<file path="src/rtl/pwm16_pkg.sv">
// Constants, register map and types shared by the dual-slope timer files
package pwm16_pkg;
    // Widths
    localparam int unsigned CNT_W = 16;
    localparam int unsigned DATA_W = 32;
    localparam int unsigned ADDR_W = 3;
    localparam int unsigned PRESC_W = 10;
    localparam int unsigned CHANNELS = 2;

    // Register word indexes on the Avalon address
    localparam logic [ADDR_W-1:0] REG_CTRL = 3'h0;
    localparam logic [ADDR_W-1:0] REG_COUNT = 3'h1;
    localparam logic [ADDR_W-1:0] REG_CMP_A = 3'h2;
    localparam logic [ADDR_W-1:0] REG_CMP_B = 3'h3;
    localparam logic [ADDR_W-1:0] REG_CAP_TOP = 3'h4;
    localparam logic [ADDR_W-1:0] REG_FLAGS = 3'h5;
    localparam logic [ADDR_W-1:0] REG_STATUS = 3'h6;

    // Control register fields
    localparam int unsigned CTRL_WGM_LSB = 0;
    localparam int unsigned CTRL_COMA_LSB = 4;
    localparam int unsigned CTRL_COMB_LSB = 6;
    localparam int unsigned CTRL_CS_LSB = 8;
    localparam int unsigned CTRL_DIRA_BIT = 11;
    localparam int unsigned CTRL_DIRB_BIT = 12;
    localparam logic [DATA_W-1:0] CTRL_MASK = 32'h0000_1fff;
    localparam logic [DATA_W-1:0] CTRL_RESET = 32'h0000_0000;

    // Flag register bits, write one to clear
    localparam int unsigned FLAG_OVF = 0;
    localparam int unsigned FLAG_CMPA = 1;
    localparam int unsigned FLAG_CMPB = 2;
    localparam int unsigned FLAG_CAP = 3;
    localparam int unsigned FLAG_W = 4;

    // Count register read-back: direction bit above the count
    localparam int unsigned COUNT_DIR_BIT = 16;

    // Waveform modes handled here
    localparam logic [3:0] WGM_PC_8 = 4'h1;
    localparam logic [3:0] WGM_PC_9 = 4'h2;
    localparam logic [3:0] WGM_PC_10 = 4'h3;
    localparam logic [3:0] WGM_PFC_CAP = 4'h8;
    localparam logic [3:0] WGM_PFC_CMPA = 4'h9;
    localparam logic [3:0] WGM_PC_CAP = 4'ha;
    localparam logic [3:0] WGM_PC_CMPA = 4'hb;
    localparam int unsigned WGM_TOPBIT = 3;

    // Fixed top values and counter bottom
    localparam logic [CNT_W-1:0] TOP_8 = 16'h00ff;
    localparam logic [CNT_W-1:0] TOP_9 = 16'h01ff;
    localparam logic [CNT_W-1:0] TOP_10 = 16'h03ff;
    localparam logic [CNT_W-1:0] CNT_BOTTOM = 16'h0000;
    localparam logic [CNT_W-1:0] CNT_FULL = 16'hffff;
    localparam logic [CNT_W-1:0] CNT_ONE = 16'h0001;

    // Output mode field codes
    localparam logic [1:0] COM_TOGGLE = 2'h1;
    localparam logic [1:0] COM_NONINV = 2'h2;
    localparam logic [1:0] COM_INV = 2'h3;

    // Clock select codes: stopped, divide by 1, 8, 64, 256, 1024
    localparam logic [2:0] CS_DIV1 = 3'h1;
    localparam logic [2:0] CS_DIV8 = 3'h2;
    localparam logic [2:0] CS_DIV64 = 3'h3;
    localparam logic [2:0] CS_DIV256 = 3'h4;
    localparam logic [2:0] CS_DIV1024 = 3'h5;
    localparam logic [PRESC_W-1:0] MASK_DIV1 = 10'h000;
    localparam logic [PRESC_W-1:0] MASK_DIV8 = 10'h007;
    localparam logic [PRESC_W-1:0] MASK_DIV64 = 10'h03f;
    localparam logic [PRESC_W-1:0] MASK_DIV256 = 10'h0ff;
    localparam logic [PRESC_W-1:0] MASK_DIV1024 = 10'h3ff;

    // Counting direction
    typedef enum logic {DIR_UP, DIR_DOWN} count_dir_t;
endpackage : pwm16_pkg

</file>
<file path="src/rtl/tick_if.sv">
// Carrier between the timer core and its prescaler
`timescale 1ns/1ps
interface tick_if;
    logic [2:0] clock_sel;
    logic tick;
    modport timer (output clock_sel, input tick);
    modport source (input clock_sel, output tick);
endinterface : tick_if

</file>
<file path="src/rtl/tick_prescaler.sv">
// Prescaler that turns the I/O clock into a one-cycle timer tick enable
`timescale 1ns/1ps
module tick_prescaler (
    // Clock and reset
    input wire logic clock,
    input wire logic srst,
    // Select in, tick out
    tick_if.source port
);
    logic [pwm16_pkg::PRESC_W-1:0] div_ff;
    logic tick_ff;
    wire [pwm16_pkg::PRESC_W-1:0] div_mask;
    wire running;
    wire [pwm16_pkg::PRESC_W-1:0] nxt_div;
    wire nxt_tick;

    // Terminal mask per select; an unused code stops the timer
    assign div_mask = (port.clock_sel == pwm16_pkg::CS_DIV8) ? pwm16_pkg::MASK_DIV8 :
                      (port.clock_sel == pwm16_pkg::CS_DIV64) ? pwm16_pkg::MASK_DIV64 :
                      (port.clock_sel == pwm16_pkg::CS_DIV256) ? pwm16_pkg::MASK_DIV256 :
                      (port.clock_sel == pwm16_pkg::CS_DIV1024) ? pwm16_pkg::MASK_DIV1024 :
                      pwm16_pkg::MASK_DIV1;
    assign running = (port.clock_sel >= pwm16_pkg::CS_DIV1) && (port.clock_sel <= pwm16_pkg::CS_DIV1024);
    // Divider restarts while stopped so the first tick spacing is exact
    assign nxt_div = running ? div_ff + 10'h001 : '0;
    assign nxt_tick = running && ((div_ff & div_mask) == div_mask);
    assign port.tick = tick_ff;

    // Divider and tick register
    always_ff @(posedge clock) begin
        if (srst) begin
            div_ff <= '0;
            tick_ff <= 1'b0;
        end else begin
            div_ff <= nxt_div;
            tick_ff <= nxt_tick;
        end
    end
endmodule : tick_prescaler

</file>
<file path="src/rtl/dual_slope_pwm_timer16.sv">
// Dual-slope 16-bit PWM timer with Avalon-MM register slave
//
// The Avalon-MM slave port and the register addresses are this design's own decisions.
`timescale 1ns/1ps
// What this block does
// - Phase correct modes 1,2,3,10,11 count from zero up to top and back.
// - Top is 0x00FF, 0x01FF, 0x03FF, capture-top, or compare A per mode.
// - Counter stays at top for one tick, then counts down.
// - Non-inverting clears on up-count match, sets on down-count match; inverting reverses.
// - Output mode two gives non-inverted PWM, three gives inverted PWM.
// - Compare level reaches the pin only when its direction bit is output.
// - Phase correct mode sets the overflow flag at bottom.
// - Phase correct register top sets compare A or capture flag at top load.
// - Phase correct mode loads active compares from buffers at top.
// - Fixed top masks compare bits above the resolution on write.
// - Phase correct: compare at bottom gives steady low, at top steady high.
// - Phase and frequency correct uses mode 8 capture top or 9 compare A top.
// - Phase and frequency correct loads compares and sets overflow at bottom.
// - Phase and frequency correct sets compare A or capture flag at top.
// - Frequency correct: compare at bottom steady low, at top high.
// - Every compare match sets that channel's compare flag.
// - Tick is the I/O clock divided by 1, 8, 64, 256 or 1024.
// - Output mode one toggles channel A when top bit set; B disconnected.
// - Compare writes go to buffers; active values change at update point in dual-slope modes, and follow the buffer each clock otherwise.
// - Everything runs on the I/O clock; the tick is only an enable.
module dual_slope_pwm_timer16 (
    // Clock and reset
    input wire logic clock,
    input wire logic srst,
    // Avalon-MM slave
    input wire logic [pwm16_pkg::ADDR_W-1:0] address,
    input wire logic read,
    input wire logic write,
    input wire logic [pwm16_pkg::DATA_W-1:0] writedata,
    input wire logic [3:0] byteenable,
    output logic [pwm16_pkg::DATA_W-1:0] readdata,
    output logic waitrequest,
    // Compare output pins
    output logic compare_a_pin_out,
    output logic compare_a_pin_oe,
    output logic compare_b_pin_out,
    output logic compare_b_pin_oe
);
    localparam int unsigned CW = pwm16_pkg::CNT_W;
    localparam int unsigned DW = pwm16_pkg::DATA_W;

    // Merge write data into an old word under the byte enables
    function automatic logic [DW-1:0] byte_merge(input logic [DW-1:0] old_word,
                                                 input logic [DW-1:0] new_word,
                                                 input logic [3:0] lanes);
        logic [DW-1:0] result;
        result = old_word;
        for (int b = 0; b < 4; b++) begin
            if (lanes[b]) begin
                result[b*8 +: 8] = new_word[b*8 +: 8];
            end
        end
        return result;
    endfunction : byte_merge

    // Registers
    logic ack_ff;
    logic [DW-1:0] ctrl_ff;
    logic [CW-1:0] count_value_ff;
    pwm16_pkg::count_dir_t dir_ff;
    logic [CW-1:0] capture_top_value_ff;
    logic [CW-1:0] cmp_buf_ff [pwm16_pkg::CHANNELS];
    logic [CW-1:0] cmp_act_ff [pwm16_pkg::CHANNELS];
    logic [pwm16_pkg::CHANNELS-1:0] oc_ff;
    logic [pwm16_pkg::FLAG_W-1:0] flags_ff;
    logic [DW-1:0] readdata_ff;
    logic pin_a_ff;
    logic pin_b_ff;
    logic oe_a_ff;
    logic oe_b_ff;

    // Prescaler carrier
    tick_if tick_bus ();
    tick_prescaler u_prescaler (
        .clock(clock),
        .srst(srst),
        .port(tick_bus.source)
    );

    // Bus handshake: one wait cycle, then the access completes
    wire req = read | write;
    wire nxt_ack = req & ~ack_ff;
    wire wr_fire = write & ack_ff;
    wire rd_load = read & ~ack_ff;
    assign waitrequest = req & ~ack_ff;
    assign readdata = readdata_ff;

    // Address decode
    wire sel_ctrl = address == pwm16_pkg::REG_CTRL;
    wire sel_count = address == pwm16_pkg::REG_COUNT;
    wire sel_cap = address == pwm16_pkg::REG_CAP_TOP;
    wire sel_flags = address == pwm16_pkg::REG_FLAGS;
    wire sel_status = address == pwm16_pkg::REG_STATUS;
    wire [pwm16_pkg::CHANNELS-1:0] sel_cmp = {address == pwm16_pkg::REG_CMP_B,
                                              address == pwm16_pkg::REG_CMP_A};

    // Control fields
    wire [3:0] waveform_mode_sel = ctrl_ff[pwm16_pkg::CTRL_WGM_LSB +: 4];
    wire top_mode_bit = waveform_mode_sel[pwm16_pkg::WGM_TOPBIT];
    wire [1:0] output_mode_sel [pwm16_pkg::CHANNELS];
    assign output_mode_sel[0] = ctrl_ff[pwm16_pkg::CTRL_COMA_LSB +: 2];
    assign output_mode_sel[1] = ctrl_ff[pwm16_pkg::CTRL_COMB_LSB +: 2];
    wire pin_direction_a = ctrl_ff[pwm16_pkg::CTRL_DIRA_BIT];
    wire pin_direction_b = ctrl_ff[pwm16_pkg::CTRL_DIRB_BIT];
    assign tick_bus.clock_sel = ctrl_ff[pwm16_pkg::CTRL_CS_LSB +: 3];
    wire timer_tick = tick_bus.tick;

    // Mode decode
    wire mode_pc = (waveform_mode_sel == pwm16_pkg::WGM_PC_8) | (waveform_mode_sel == pwm16_pkg::WGM_PC_9) |
                   (waveform_mode_sel == pwm16_pkg::WGM_PC_10) | (waveform_mode_sel == pwm16_pkg::WGM_PC_CAP) |
                   (waveform_mode_sel == pwm16_pkg::WGM_PC_CMPA);
    wire mode_pfc = (waveform_mode_sel == pwm16_pkg::WGM_PFC_CAP) |
                    (waveform_mode_sel == pwm16_pkg::WGM_PFC_CMPA);
    wire dual = mode_pc | mode_pfc;
    wire top_from_cap = (waveform_mode_sel == pwm16_pkg::WGM_PC_CAP) |
                        (waveform_mode_sel == pwm16_pkg::WGM_PFC_CAP);
    wire top_from_cmpa = (waveform_mode_sel == pwm16_pkg::WGM_PC_CMPA) |
                         (waveform_mode_sel == pwm16_pkg::WGM_PFC_CMPA);
    wire fixed_top = (waveform_mode_sel == pwm16_pkg::WGM_PC_8) | (waveform_mode_sel == pwm16_pkg::WGM_PC_9) |
                     (waveform_mode_sel == pwm16_pkg::WGM_PC_10);

    // Top value selection
    wire [CW-1:0] top_value = (waveform_mode_sel == pwm16_pkg::WGM_PC_8) ? pwm16_pkg::TOP_8 :
                              (waveform_mode_sel == pwm16_pkg::WGM_PC_9) ? pwm16_pkg::TOP_9 :
                              (waveform_mode_sel == pwm16_pkg::WGM_PC_10) ? pwm16_pkg::TOP_10 :
                              top_from_cap ? capture_top_value_ff :
                              cmp_act_ff[0];
    // Fixed top doubles as the mask of usable compare bits
    wire [CW-1:0] cmp_mask = fixed_top ? top_value : pwm16_pkg::CNT_FULL;

    // Counter position, and period events qualified by the tick enable
    wire at_top = count_value_ff == top_value;
    wire at_bottom = count_value_ff == pwm16_pkg::CNT_BOTTOM;
    wire run = timer_tick & dual;
    wire counting_up = dir_ff == pwm16_pkg::DIR_UP;
    wire top_ev = run & counting_up & at_top;
    wire bottom_ev = run & ~counting_up & at_bottom;
    // Phase correct updates at top, frequency correct at bottom
    wire load_ev = (mode_pc & top_ev) | (mode_pfc & bottom_ev);

    // Effective slope for output action: top always acts as down, bottom as up
    wire slope_up = at_top ? 1'b0 : (at_bottom ? 1'b1 : counting_up);

    // Register write data merged with byte enables
    wire [DW-1:0] ctrl_merged = byte_merge(ctrl_ff, writedata, byteenable);
    wire [DW-1:0] count_merged = byte_merge({{(DW-CW){1'b0}}, count_value_ff}, writedata, byteenable);
    wire [DW-1:0] cap_merged = byte_merge({{(DW-CW){1'b0}}, capture_top_value_ff}, writedata, byteenable);
    wire [DW-1:0] nxt_ctrl = (wr_fire & sel_ctrl) ? (ctrl_merged & pwm16_pkg::CTRL_MASK) : ctrl_ff;
    // Capture-top has no buffer: a write takes effect at once
    wire [CW-1:0] nxt_cap = (wr_fire & sel_cap) ? cap_merged[CW-1:0] : capture_top_value_ff;

    // Counter next value; a software write wins over counting
    wire count_wr = wr_fire & sel_count;
    wire [CW-1:0] cnt_up = count_value_ff + pwm16_pkg::CNT_ONE;
    wire [CW-1:0] cnt_dn = count_value_ff - pwm16_pkg::CNT_ONE;
    wire [CW-1:0] cnt_step = counting_up ? (at_top ? cnt_dn : cnt_up) :
                                           (at_bottom ? cnt_up : cnt_dn);
    wire [CW-1:0] nxt_count = count_wr ? count_merged[CW-1:0] : (run ? cnt_step : count_value_ff);
    wire turn_down = run & counting_up & at_top;
    wire turn_up = run & ~counting_up & at_bottom;
    wire pwm16_pkg::count_dir_t nxt_dir = ~dual ? pwm16_pkg::DIR_UP :
                                          turn_down ? pwm16_pkg::DIR_DOWN :
                                          turn_up ? pwm16_pkg::DIR_UP : dir_ff;

    // Per-channel buffer, active compare, match and output
    wire [pwm16_pkg::CHANNELS-1:0] match;
    wire [pwm16_pkg::CHANNELS-1:0] connected;
    wire [pwm16_pkg::CHANNELS-1:0] nxt_oc;
    for (genvar ch = 0; ch < pwm16_pkg::CHANNELS; ch++) begin : g_chan
        wire [DW-1:0] merged = byte_merge({{(DW-CW){1'b0}}, cmp_buf_ff[ch]}, writedata, byteenable);
        wire [CW-1:0] nxt_buf = (wr_fire & sel_cmp[ch]) ? (merged[CW-1:0] & cmp_mask) :
                                cmp_buf_ff[ch];
        // Outside the dual-slope modes the compare is not buffered
        wire [CW-1:0] nxt_act = ~dual ? cmp_buf_ff[ch] :
                                (load_ev ? cmp_buf_ff[ch] : cmp_act_ff[ch]);
        wire pwm_sel = (output_mode_sel[ch] == pwm16_pkg::COM_NONINV) |
                       (output_mode_sel[ch] == pwm16_pkg::COM_INV);
        // Toggle exists for channel A only; channel B code is reserved
        wire tog_sel = (ch == 0) & top_mode_bit & (output_mode_sel[ch] == pwm16_pkg::COM_TOGGLE);
        wire inv = output_mode_sel[ch] == pwm16_pkg::COM_INV;
        wire pwm_level = slope_up ? inv : ~inv;
        assign match[ch] = run & (count_value_ff == cmp_act_ff[ch]);
        assign connected[ch] = dual & (pwm_sel | tog_sel);
        assign nxt_oc[ch] = ~(match[ch] & connected[ch]) ? oc_ff[ch] :
                            (tog_sel ? ~oc_ff[ch] : pwm_level);

        // Buffer and active compare registers
        always_ff @(posedge clock) begin
            if (srst) begin
                cmp_buf_ff[ch] <= pwm16_pkg::CNT_BOTTOM;
                cmp_act_ff[ch] <= pwm16_pkg::CNT_BOTTOM;
            end else begin
                cmp_buf_ff[ch] <= nxt_buf;
                cmp_act_ff[ch] <= nxt_act;
            end
        end
    end

    // Flag set terms; a set in the same cycle as a clear wins
    logic [pwm16_pkg::FLAG_W-1:0] flag_set;
    always_comb begin
        flag_set = '0;
        flag_set[pwm16_pkg::FLAG_OVF] = bottom_ev;
        flag_set[pwm16_pkg::FLAG_CMPA] = match[0] | (top_ev & top_from_cmpa);
        flag_set[pwm16_pkg::FLAG_CMPB] = match[1];
        flag_set[pwm16_pkg::FLAG_CAP] = top_ev & top_from_cap;
    end
    wire [pwm16_pkg::FLAG_W-1:0] flag_clr = (wr_fire & sel_flags & byteenable[0]) ?
                                           writedata[pwm16_pkg::FLAG_W-1:0] : '0;
    wire [pwm16_pkg::FLAG_W-1:0] nxt_flags = (flags_ff & ~flag_clr) | flag_set;

    // Pin drive: level only when connected, driver only when direction is output
    wire nxt_pin_a = connected[0] & nxt_oc[0];
    wire nxt_pin_b = connected[1] & nxt_oc[1];
    assign compare_a_pin_out = pin_a_ff;
    assign compare_b_pin_out = pin_b_ff;
    assign compare_a_pin_oe = oe_a_ff;
    assign compare_b_pin_oe = oe_b_ff;

    // Read mux; unmapped words read as zero
    wire [DW-1:0] rd_mux = sel_ctrl ? ctrl_ff :
                           sel_count ? {{(DW-CW-1){1'b0}}, ~counting_up, count_value_ff} :
                           sel_cmp[0] ? {{(DW-CW){1'b0}}, cmp_buf_ff[0]} :
                           sel_cmp[1] ? {{(DW-CW){1'b0}}, cmp_buf_ff[1]} :
                           sel_cap ? {{(DW-CW){1'b0}}, capture_top_value_ff} :
                           sel_flags ? {{(DW-pwm16_pkg::FLAG_W){1'b0}}, flags_ff} :
                           sel_status ? {{(DW-pwm16_pkg::CHANNELS){1'b0}}, oc_ff} : '0;
    wire [DW-1:0] nxt_readdata = rd_load ? rd_mux : readdata_ff;

    // Bus and control registers
    always_ff @(posedge clock) begin
        if (srst) begin
            ack_ff <= 1'b0;
            ctrl_ff <= pwm16_pkg::CTRL_RESET;
            capture_top_value_ff <= pwm16_pkg::CNT_BOTTOM;
            readdata_ff <= '0;
        end else begin
            ack_ff <= nxt_ack;
            ctrl_ff <= nxt_ctrl;
            capture_top_value_ff <= nxt_cap;
            readdata_ff <= nxt_readdata;
        end
    end

    // Counter and direction, advanced only on ticks
    always_ff @(posedge clock) begin
        if (srst) begin
            count_value_ff <= pwm16_pkg::CNT_BOTTOM;
            dir_ff <= pwm16_pkg::DIR_UP;
        end else begin
            count_value_ff <= nxt_count;
            dir_ff <= nxt_dir;
        end
    end

    // Output levels, flags and pin registers
    always_ff @(posedge clock) begin
        if (srst) begin
            oc_ff <= '0;
            flags_ff <= '0;
            pin_a_ff <= 1'b0;
            pin_b_ff <= 1'b0;
            oe_a_ff <= 1'b0;
            oe_b_ff <= 1'b0;
        end else begin
            oc_ff <= nxt_oc;
            flags_ff <= nxt_flags;
            pin_a_ff <= nxt_pin_a;
            pin_b_ff <= nxt_pin_b;
            oe_a_ff <= pin_direction_a;
            oe_b_ff <= pin_direction_b;
        end
    end
endmodule : dual_slope_pwm_timer16

</file>
<file path="config.mk">
export PLATFORM = sky130hd
export DESIGN_NAME = dual_slope_pwm_timer16
export DESIGN_NICKNAME = d
export VERILOG_FILES = /design/src/rtl/pwm16_pkg.sv /design/src/rtl/tick_if.sv /design/src/rtl/tick_prescaler.sv /design/src/rtl/dual_slope_pwm_timer16.sv
export SDC_FILE = /design/constraint.sdc
export NUM_CORES = 1
export LEC_CHECK = 0
export ABC_AREA = 1
export BUFFER_PORTS_ARGS = -buffer_cell sky130_fd_sc_hd__buf_4
export CAP_MARGIN = 15
export CORE_MARGIN = 2
export CORE_UTILIZATION = 45
export DETAILED_ROUTE_END_ITERATION = 10
export MAX_ROUTING_LAYER = met4
export PLACE_DENSITY = 0.66
export SLEW_MARGIN = 40
export SYNTH_ARGS = -nofsm -noshare
export SYNTH_HDL_FRONTEND = slang
export SYNTH_SLANG_ARGS = --single-unit
</file>
<file path="constraint.sdc">
create_clock -name clock -period 2.75 [get_ports clock]
set_clock_uncertainty 0.1 [all_clocks]
set_input_delay 0.55 -clock clock [delete_from_list [all_inputs] [get_ports clock]]
set_output_delay 0.55 -clock clock [all_outputs]
set_load 0.005 [all_outputs]
</file>
==> results of run 1 <==
[sequential cells by signal, summed over array words and instances (netlist names), 2 cells and up]
signal / flops
cmp_act_ff: 32
ctrl_ff: 13
cmp_buf_ff: 32
oc_ff: 2
count_value_ff: 16
capture_top_value_ff: 16
u_prescaler.div_ff: 10
readdata: 17
flags_ff: 4
[cell type report]
cell class                 count  area, sq um  area share (%)
timing repair buffer         107          883            9.06
clock buffer                  20          447            4.58
sequential                   149         2990            30.6
tap                          229          287            2.94
inverter                     133          503            5.16
antenna                        1         2.50          0.0257
clock inverter                12          140            1.44
multi-input combinational    893         4510            46.2
[cell families after synthesis]
| family | after synthesis | synth area share, % |
|---|---|---|
| flops | 149 | 35.8 |
| xor+xnor | 45 | 4.73 |
| other cells | 1 | 0.0450 |
| compound gates | 255 | 17.6 |
| buf+inv | 213 | 11.0 |
| fa+ha+maj | 3 | 0.451 |
| simple gates | 574 | 30.3 |
[critical path, stage by stage, from the launching register on]
cell      delay, ns
dfxtp_2        0.35
inv_4          0.12
nand2_2        0.09
nor2_4         0.17
buf_4          0.19
nand2_1        0.08
nand4_1        0.07
nand2_1        0.06
nor2_1         0.13
nand2_1        0.11
nor2_4         0.19
nand2_4        0.07
clkinv_2       0.07
nand3_4        0.08
nand3_4        0.21
buf_4          0.19
nand2_1        0.09
nand2_1        0.09
nor2_1         0.04
[where the power goes]
part           total, uW  switching (uW)  internal [uW]
Combinational        663             415            248
Clock               2360             984           1380
Sequential          2210            24.5           2190
Total               5240            1420           3820
[Yosys cell counts (all sizes together) (5+ instances only)]
cell / n / area share, %
dfxtp: 149 / 36
nor4: 5 / 0.38
xor2: 31 / 3.3
a221oi: 11 / 1.2
nor3b: 5 / 0.45
nand2: 263 / 12
a211oi: 12 / 1.1
nor3: 17 / 1.0
nand3: 100 / 6.4
a31oi: 6 / 0.45
o211ai: 5 / 0.45
inv: 128 / 5.8
nand4: 34 / 2.6
clkbuf: 46 / 2.1
o21ai: 104 / 6.3
buf: 34 / 3.0
nor2: 140 / 6.6
xnor2: 14 / 1.5
a21oi: 95 / 6.1
or2: 10 / 0.75
o22ai: 5 / 0.38
clkinv: 5 / 0.24
o221ai: 13 / 1.4
[per-layer routing]
layer	vias up	global-route usage, %	wire, um
met3	52	5.16	2370
met5	-	-	0
met4	0	10.3	755
met1	3955	37.1	11700
li1	4207	-	-
met2	367	39.3	11200
[final timing paths]
| kind | from | end | slack, ns | depth (start not counted) |
|---|---|---|---|---|
| min | writedata[11] | ctrl_ff[11]$_SDFFE_PP0P_ | 0.30 | 3 |
| min reg2reg | u_prescaler.div_ff[0]$_SDFF_PP0_ | u_prescaler.div_ff[0]$_SDFF_PP0_ | 0.35 | 1 |
| max | ctrl_ff[2]$_SDFFE_PP0P_ | cmp_act_ff[0][4]$_SDFFE_PP0P_ | 0.14 | 18 |
| max reg2reg | ctrl_ff[2]$_SDFFE_PP0P_ | cmp_act_ff[0][4]$_SDFFE_PP0P_ | 0.14 | 18 |
[per-stage QoR]
stage	cells	area, sq um
finish	1544	9750
global route	1544	9750
CTS	1535	9640
detailed placement	1503	9050
global placement	1503	9050
floorplan	1254	8380
[timing repair]
item / in CTS / in global routing
setup buffers: 0 / 6
resized for setup: 0 / 7
setup endpoints to repair: 0 / 44
hold buffers: 0 / 0
==> flow_metrics.tcl, run 1 <==
set metrics [dict create \
    status "finished with violations" \
    violations "design-rule violations" \
    dpl_worst_slack_ns 0.0802 \
    initial_utilization_pct 46.0 \
    synth_seq_cells 149 \
    power_uw 5240 \
    synth-edff-count 0 \
    place_congestion 0.917 \
    arrival_ns 2.83 \
    fmaxAchievable_mhz 383 \
    grt_usage_pct 27.0 \
    slew_headroom_pct 59.0 \
    cts_root_buf "clkbuf_16" \
    hpwl_um 19000 \
    drive_gt1_share_pct 14.0 \
    ant_nets 0 \
    via_per_inst 5.56 \
    die_h_um 140 \
    port_buffers 46 \
    final_common_cell "nand2_1" \
    syn2layout_area_growth_pct 17.2 \
    ir_drop_v 0.000439 \
    tightest_slew_ns 0.613 \
    rows 49 \
    grt_pass1_vias 7551 \
    antenna_found_initial 1 \
    cp_max_fo 8 \
    post-route-util_pct 53.9 \
    hold_slack_ns 0.302 \
    overflow 0 \
    slew_violations 0 \
    cts_tree "yes" \
    p_per_area_nw_per_um2 537 \
    hold_viol 0 \
    synth_area_sq_um 8320 \
    hold_path.class "input port to register" \
    synth.distinct_cells 41 \
    async_flop_share_pct 0 \
    fin_crit_sh_pct 95.0 \
    cts_max_level 4 \
    num-fill-cells 1746 \
    fin_ws_ns 0.138 \
    cts_inserted_buffers 17 \
    layout_common_cells "nand2_1 (255), dfxtp_1 (146), nor2_1 (135), inv_1 (122), o21ai_0 (102)" \
    max_cap_viol_count 0 \
    num_vias 8581 \
    critPathRequiredTime_ns 2.97 \
    setup_viol 0 \
    clkLatencyLatePin_ns 0.43 \
    grt_pass1_wl_um 40400 \
    syn_area_per_cell_sq_um 6.71 \
    core_area_sq_um 18100 \
    dr.pass1.iters 8 \
    final.setup.tns_ns 0 \
    synth_ff_type "dfxtp_1" \
    period_needed_ns 2.61 \
    io_pins 80 \
    ys_seq_area_share_pct 35.8 \
    clockBufferDepth 2 \
    die_w_um 140 \
    p_leak_uw 0.00430 \
    yosys_warnings 0 \
    end_kind "register" \
    synth_cells 1240 \
    routed_wl_um 26000 \
    wire_per_inst_um 16.8 \
    fin_nets 1347 \
    grt_max_degree 48 \
    cts_sinks 149 \
    dieArea_sq_um 19600 \
    start_kind "register" \
    drc 2 \
    clkSlewWorstSetupHoldPaths_ns 0.06 \
    criticalPathCategory "register to register" \
    drt_iter0_drc 808 \
]
Power figures use the tool's default switching activity.
==> run 2: changes to the inputs <==
--- a/config.mk
+++ b/config.mk
@@ -16,4 +16,5 @@
 export SLEW_MARGIN = 40
 export SYNTH_ARGS = -nofsm -noshare
 export SYNTH_HDL_FRONTEND = slang
+export SYNTH_HIERARCHICAL = 1
 export SYNTH_SLANG_ARGS = --single-unit
==> run 2 against run 1 <==
  * The run now ends clean
  * Register-to-register slack better by 0.04 ns
  * Synthesized cell count up 1.6%
  * Sequential power about the same
  * Area after synthesis up 0.98%
  * Final cell count up 1.3%
  * Sequential share of layout area down 0.26 points
  * Total power down 0.58%
==> flow_metrics.tcl, run 2 <==
set metrics [dict create \
    drc 0 \
    drive_gt1_share_pct 12.9 \
    core_area_sq_um 18100 \
    internal_power_uw 3840 \
    layout_common_cells "nand2_1 (275), dfxtp_1 (146), nor2_1 (139), a21oi_1 (119), inv_1 (109)" \
    grt_pass1_wl_um 43800 \
    ir_drop_v 0.000439 \
    critical_path_buf_inv_count 3 \
    path_common_cell "nand2_2" \
    ant_nets 0 \
    clkSlewWorstSetupHoldPaths_ns 0.07 \
    dr.pass1.iters 6 \
    top_usage_layer "met2" \
    pwr-share-clk_pct 46.7 \
    dieArea_sq_um 19800 \
    clkLatencyLatePin_ns 0.44 \
    syn_area_per_cell_sq_um 6.67 \
    cts_sinks 149 \
    critPathRequiredTime_ns 2.96 \
    clockBufferDepth 2 \
    p_per_area_nw_per_um2 529 \
    synth_top_cells_by_count "nand2_1 (275), dfxtp_1 (149), nor2_1 (139)" \
    dpl_worst_slack_ns 0.0974 \
    hpwl_um 20300 \
    tightest_slew_ns 0.579 \
    grt_setup_unrepaired "no" \
    ys_seq_area_share_pct 35.5 \
    min_from "writedata[2]" \
    p_sw_share_pct 26.3 \
    cts_resized 0 \
    start_kind "register" \
    r2r-end "cmp_act_ff[0][10]$_SDFFE_PP0P_" \
    overflow 0 \
    final.setup.tns_ns 0 \
    routed_wl_um 28100 \
    yosys_warnings 6 \
    fin_nets 1367 \
    criticalPathCategory "register to register" \
    hold_path_end "ctrl_ff[2]$_SDFFE_PP0P_" \
    end_kind "register" \
    synthTopCellsByArea "dfxtp_1 (35%), nand2_1 (12%), a21oi_1 (7.1%)" \
    yosys.area.top_type "dfxtp_1" \
    met1_usage_pct 38.2 \
    holdPathStages 3 \
    cp_max_fo 15 \
    synth_cells 1260 \
    slew_headroom_pct 61.1 \
    period_needed_ns 2.57 \
    place_congestion 1.01 \
    synthDominantCellAreaShare_pct 35.5 \
    die_h_um 141 \
    io_pins 80 \
    slew_violations 0 \
    max_cap_viol_count 0 \
    num-fill-cells 1812 \
    grt_max_degree 65 \
    setup_viol 0 \
    hold_viol 0 \
    arrival_ns 2.79 \
    cts_tree "yes" \
    fmaxAchievable_mhz 388 \
    initial_utilization_pct 46.3 \
    fin_ws_ns 0.176 \
    p_comb_share_pct 10.8 \
    drt_iter0_drc 911 \
    rr_startpoint "ctrl_ff[2]$_SDFFE_PP0P_" \
    synth.distinct_cells 42 \
    yosysMostFrequentCell "nand2_1" \
    num_vias 8791 \
    p_switching_uw 1370 \
    cts_inserted_buffers 17 \
    reg2reg_setup_slack_ns 0.18 \
    wire_per_inst_um 18.0 \
    worstRegToRegCells 15 \
    port_buffers 46 \
    via_per_inst 5.62 \
    grt_usage_pct 29.3 \
    use_met2_pct 44.6 \
    rows 49 \
    final_common_cell "nand2_1" \
    die_w_um 141 \
    status "finished, final reports clean" \
    syn2layout_area_growth_pct 17.0 \
    synth_area_sq_um 8410 \
    postCtsHoldBufs 0 \
    synth_seq_cells 149 \
    cp_slowest_cell "dfxtp_2" \
    cts_setup_buffers 0 \
    grt_util_met3_pct 6.15 \
    slowest_delay_ns 0.36 \
    cp_top_family "simple AND/OR/NAND/NOR gates" \
    async_flop_share_pct 0 \
    p_leak_uw 0.00409 \
    pwr-share-seq_pct 42.5 \
    cts_root_buf "clkbuf_16" \
    synth-edff-count 0 \
    cts_max_level 4 \
    antenna_found_initial 1 \
    synth_ff_type "dfxtp_1" \
    grt_pass1_vias 7913 \
    hold_path.class "input port to register" \
    path_cells "inv_2, nand2_2, nor2_4, buf_12, nand2_1, nand3_1, xor2_1, nand3_1, nor2_2, nand2_2, nor3_4, nand2_2, buf_12, a21oi_1, nor2_1" \
    fin_crit_sh_pct 93.6 \
]
-- run 2: cell count changes after synthesis, moves of 7 or more --
cell,change
nand2_1,+20
buf_2,+10
nand4_1,-8
a21oi_2,-8
inv_1,-14
nand3b_1,+22
a21oi_1,+32
or2_2,-7
-- run 2: kinds of logic (layout without fill, tap and decap cells) --
kind of cell | count (synthesis) | in the layout | synth area share (%)
XOR/XNOR | 46 | 46 | 4.79
other | 1 | 16 | 0.0446
flip-flops | 149 | 149 | 35.5
AND/OR/NAND/NOR | 603 | 603 | 32.0
buffers and inverters | 195 | 255 | 10.0
AO/OA/AOI/OAI | 263 | 263 | 17.3
adder cells (fa/ha/maj) | 3 | 3 | 0.447
-- run 2: power groups by stage --
stage          registers (uW)  clock network [uW]  logic, uW
2_1_floorplan            2250                   0        349
3_3_place_gp             2260                   0        546
3_5_place_dp             2260                   0        549
4_1_cts                  2210                2430        551
5_1_grt                  2210                2540        627
6_report                 2210                2430        565
-- run 2: layer usage --
layer / routed length [um] / vias up
li1: - / 4274
met3: 2420 / 67
met5: 0 / -
met1: 11900 / 4018
met4: 994 / 0
met2: 12800 / 432
-- run 2: worst max path at each step --
stage,from,to,cells past startpoint
6_report,ctrl_ff[2]$_SDFFE_PP0P_,cmp_act_ff[0][10]$_SDFFE_PP0P_,15
5_1_grt,ctrl_ff[2]$_SDFFE_PP0P_,cmp_act_ff[1][4]$_SDFFE_PP0P_,16
4_1_cts,ctrl_ff[3]$_SDFFE_PP0P_,cmp_act_ff[0][6]$_SDFFE_PP0P_,14
3_5_place_dp,ctrl_ff[3]$_SDFFE_PP0P_,cmp_act_ff[0][6]$_SDFFE_PP0P_,14
3_3_place_gp,count_value_ff[0]$_SDFFE_PP0P_,count_value_ff[9]$_SDFFE_PP0P_,13
2_1_floorplan,address[0],count_value_ff[1]$_SDFFE_PP0P_,11
-- run 2: worst min-delay path, stage by stage --
cell and delay, ns:
buf_4 0.11, nand2_1 0.05, a21oi_1 0.05
-- run 2: through the flow --
| step | total power [uW] | std cells | utilization (%) | hold slack, ns | area, sq um |
|---|---|---|---|---|---|
| 2_1_floorplan | 2600 | 1274 | - | 0.314 | 8460 |
| 3_3_place_gp | 2810 | 1531 | 50.7 | 0.328 | 9200 |
| 3_5_place_dp | 2810 | 1531 | 50.7 | 0.329 | 9200 |
| 4_1_cts | 5190 | 1563 | 54.0 | 0.277 | 9800 |
| 5_1_grt | 5380 | 1564 | 54.2 | 0.274 | 9840 |
| 6_report | 5210 | 1564 | 54.2 | 0.270 | 9840 |
-- run 2: area by class of cell --
| type | count | area, sq um | area share [%] |
|---|---|---|---|
| timing repair buffer | 106 | 866 | 8.80 |
| sequential | 149 | 2990 | 30.4 |
| tap | 229 | 287 | 2.91 |
| antenna | 1 | 2.50 | 0.0254 |
| multi-input combinational | 930 | 4650 | 47.3 |
| inverter | 117 | 439 | 4.46 |
| clock buffer | 20 | 447 | 4.54 |
| clock inverter | 12 | 155 | 1.58 |
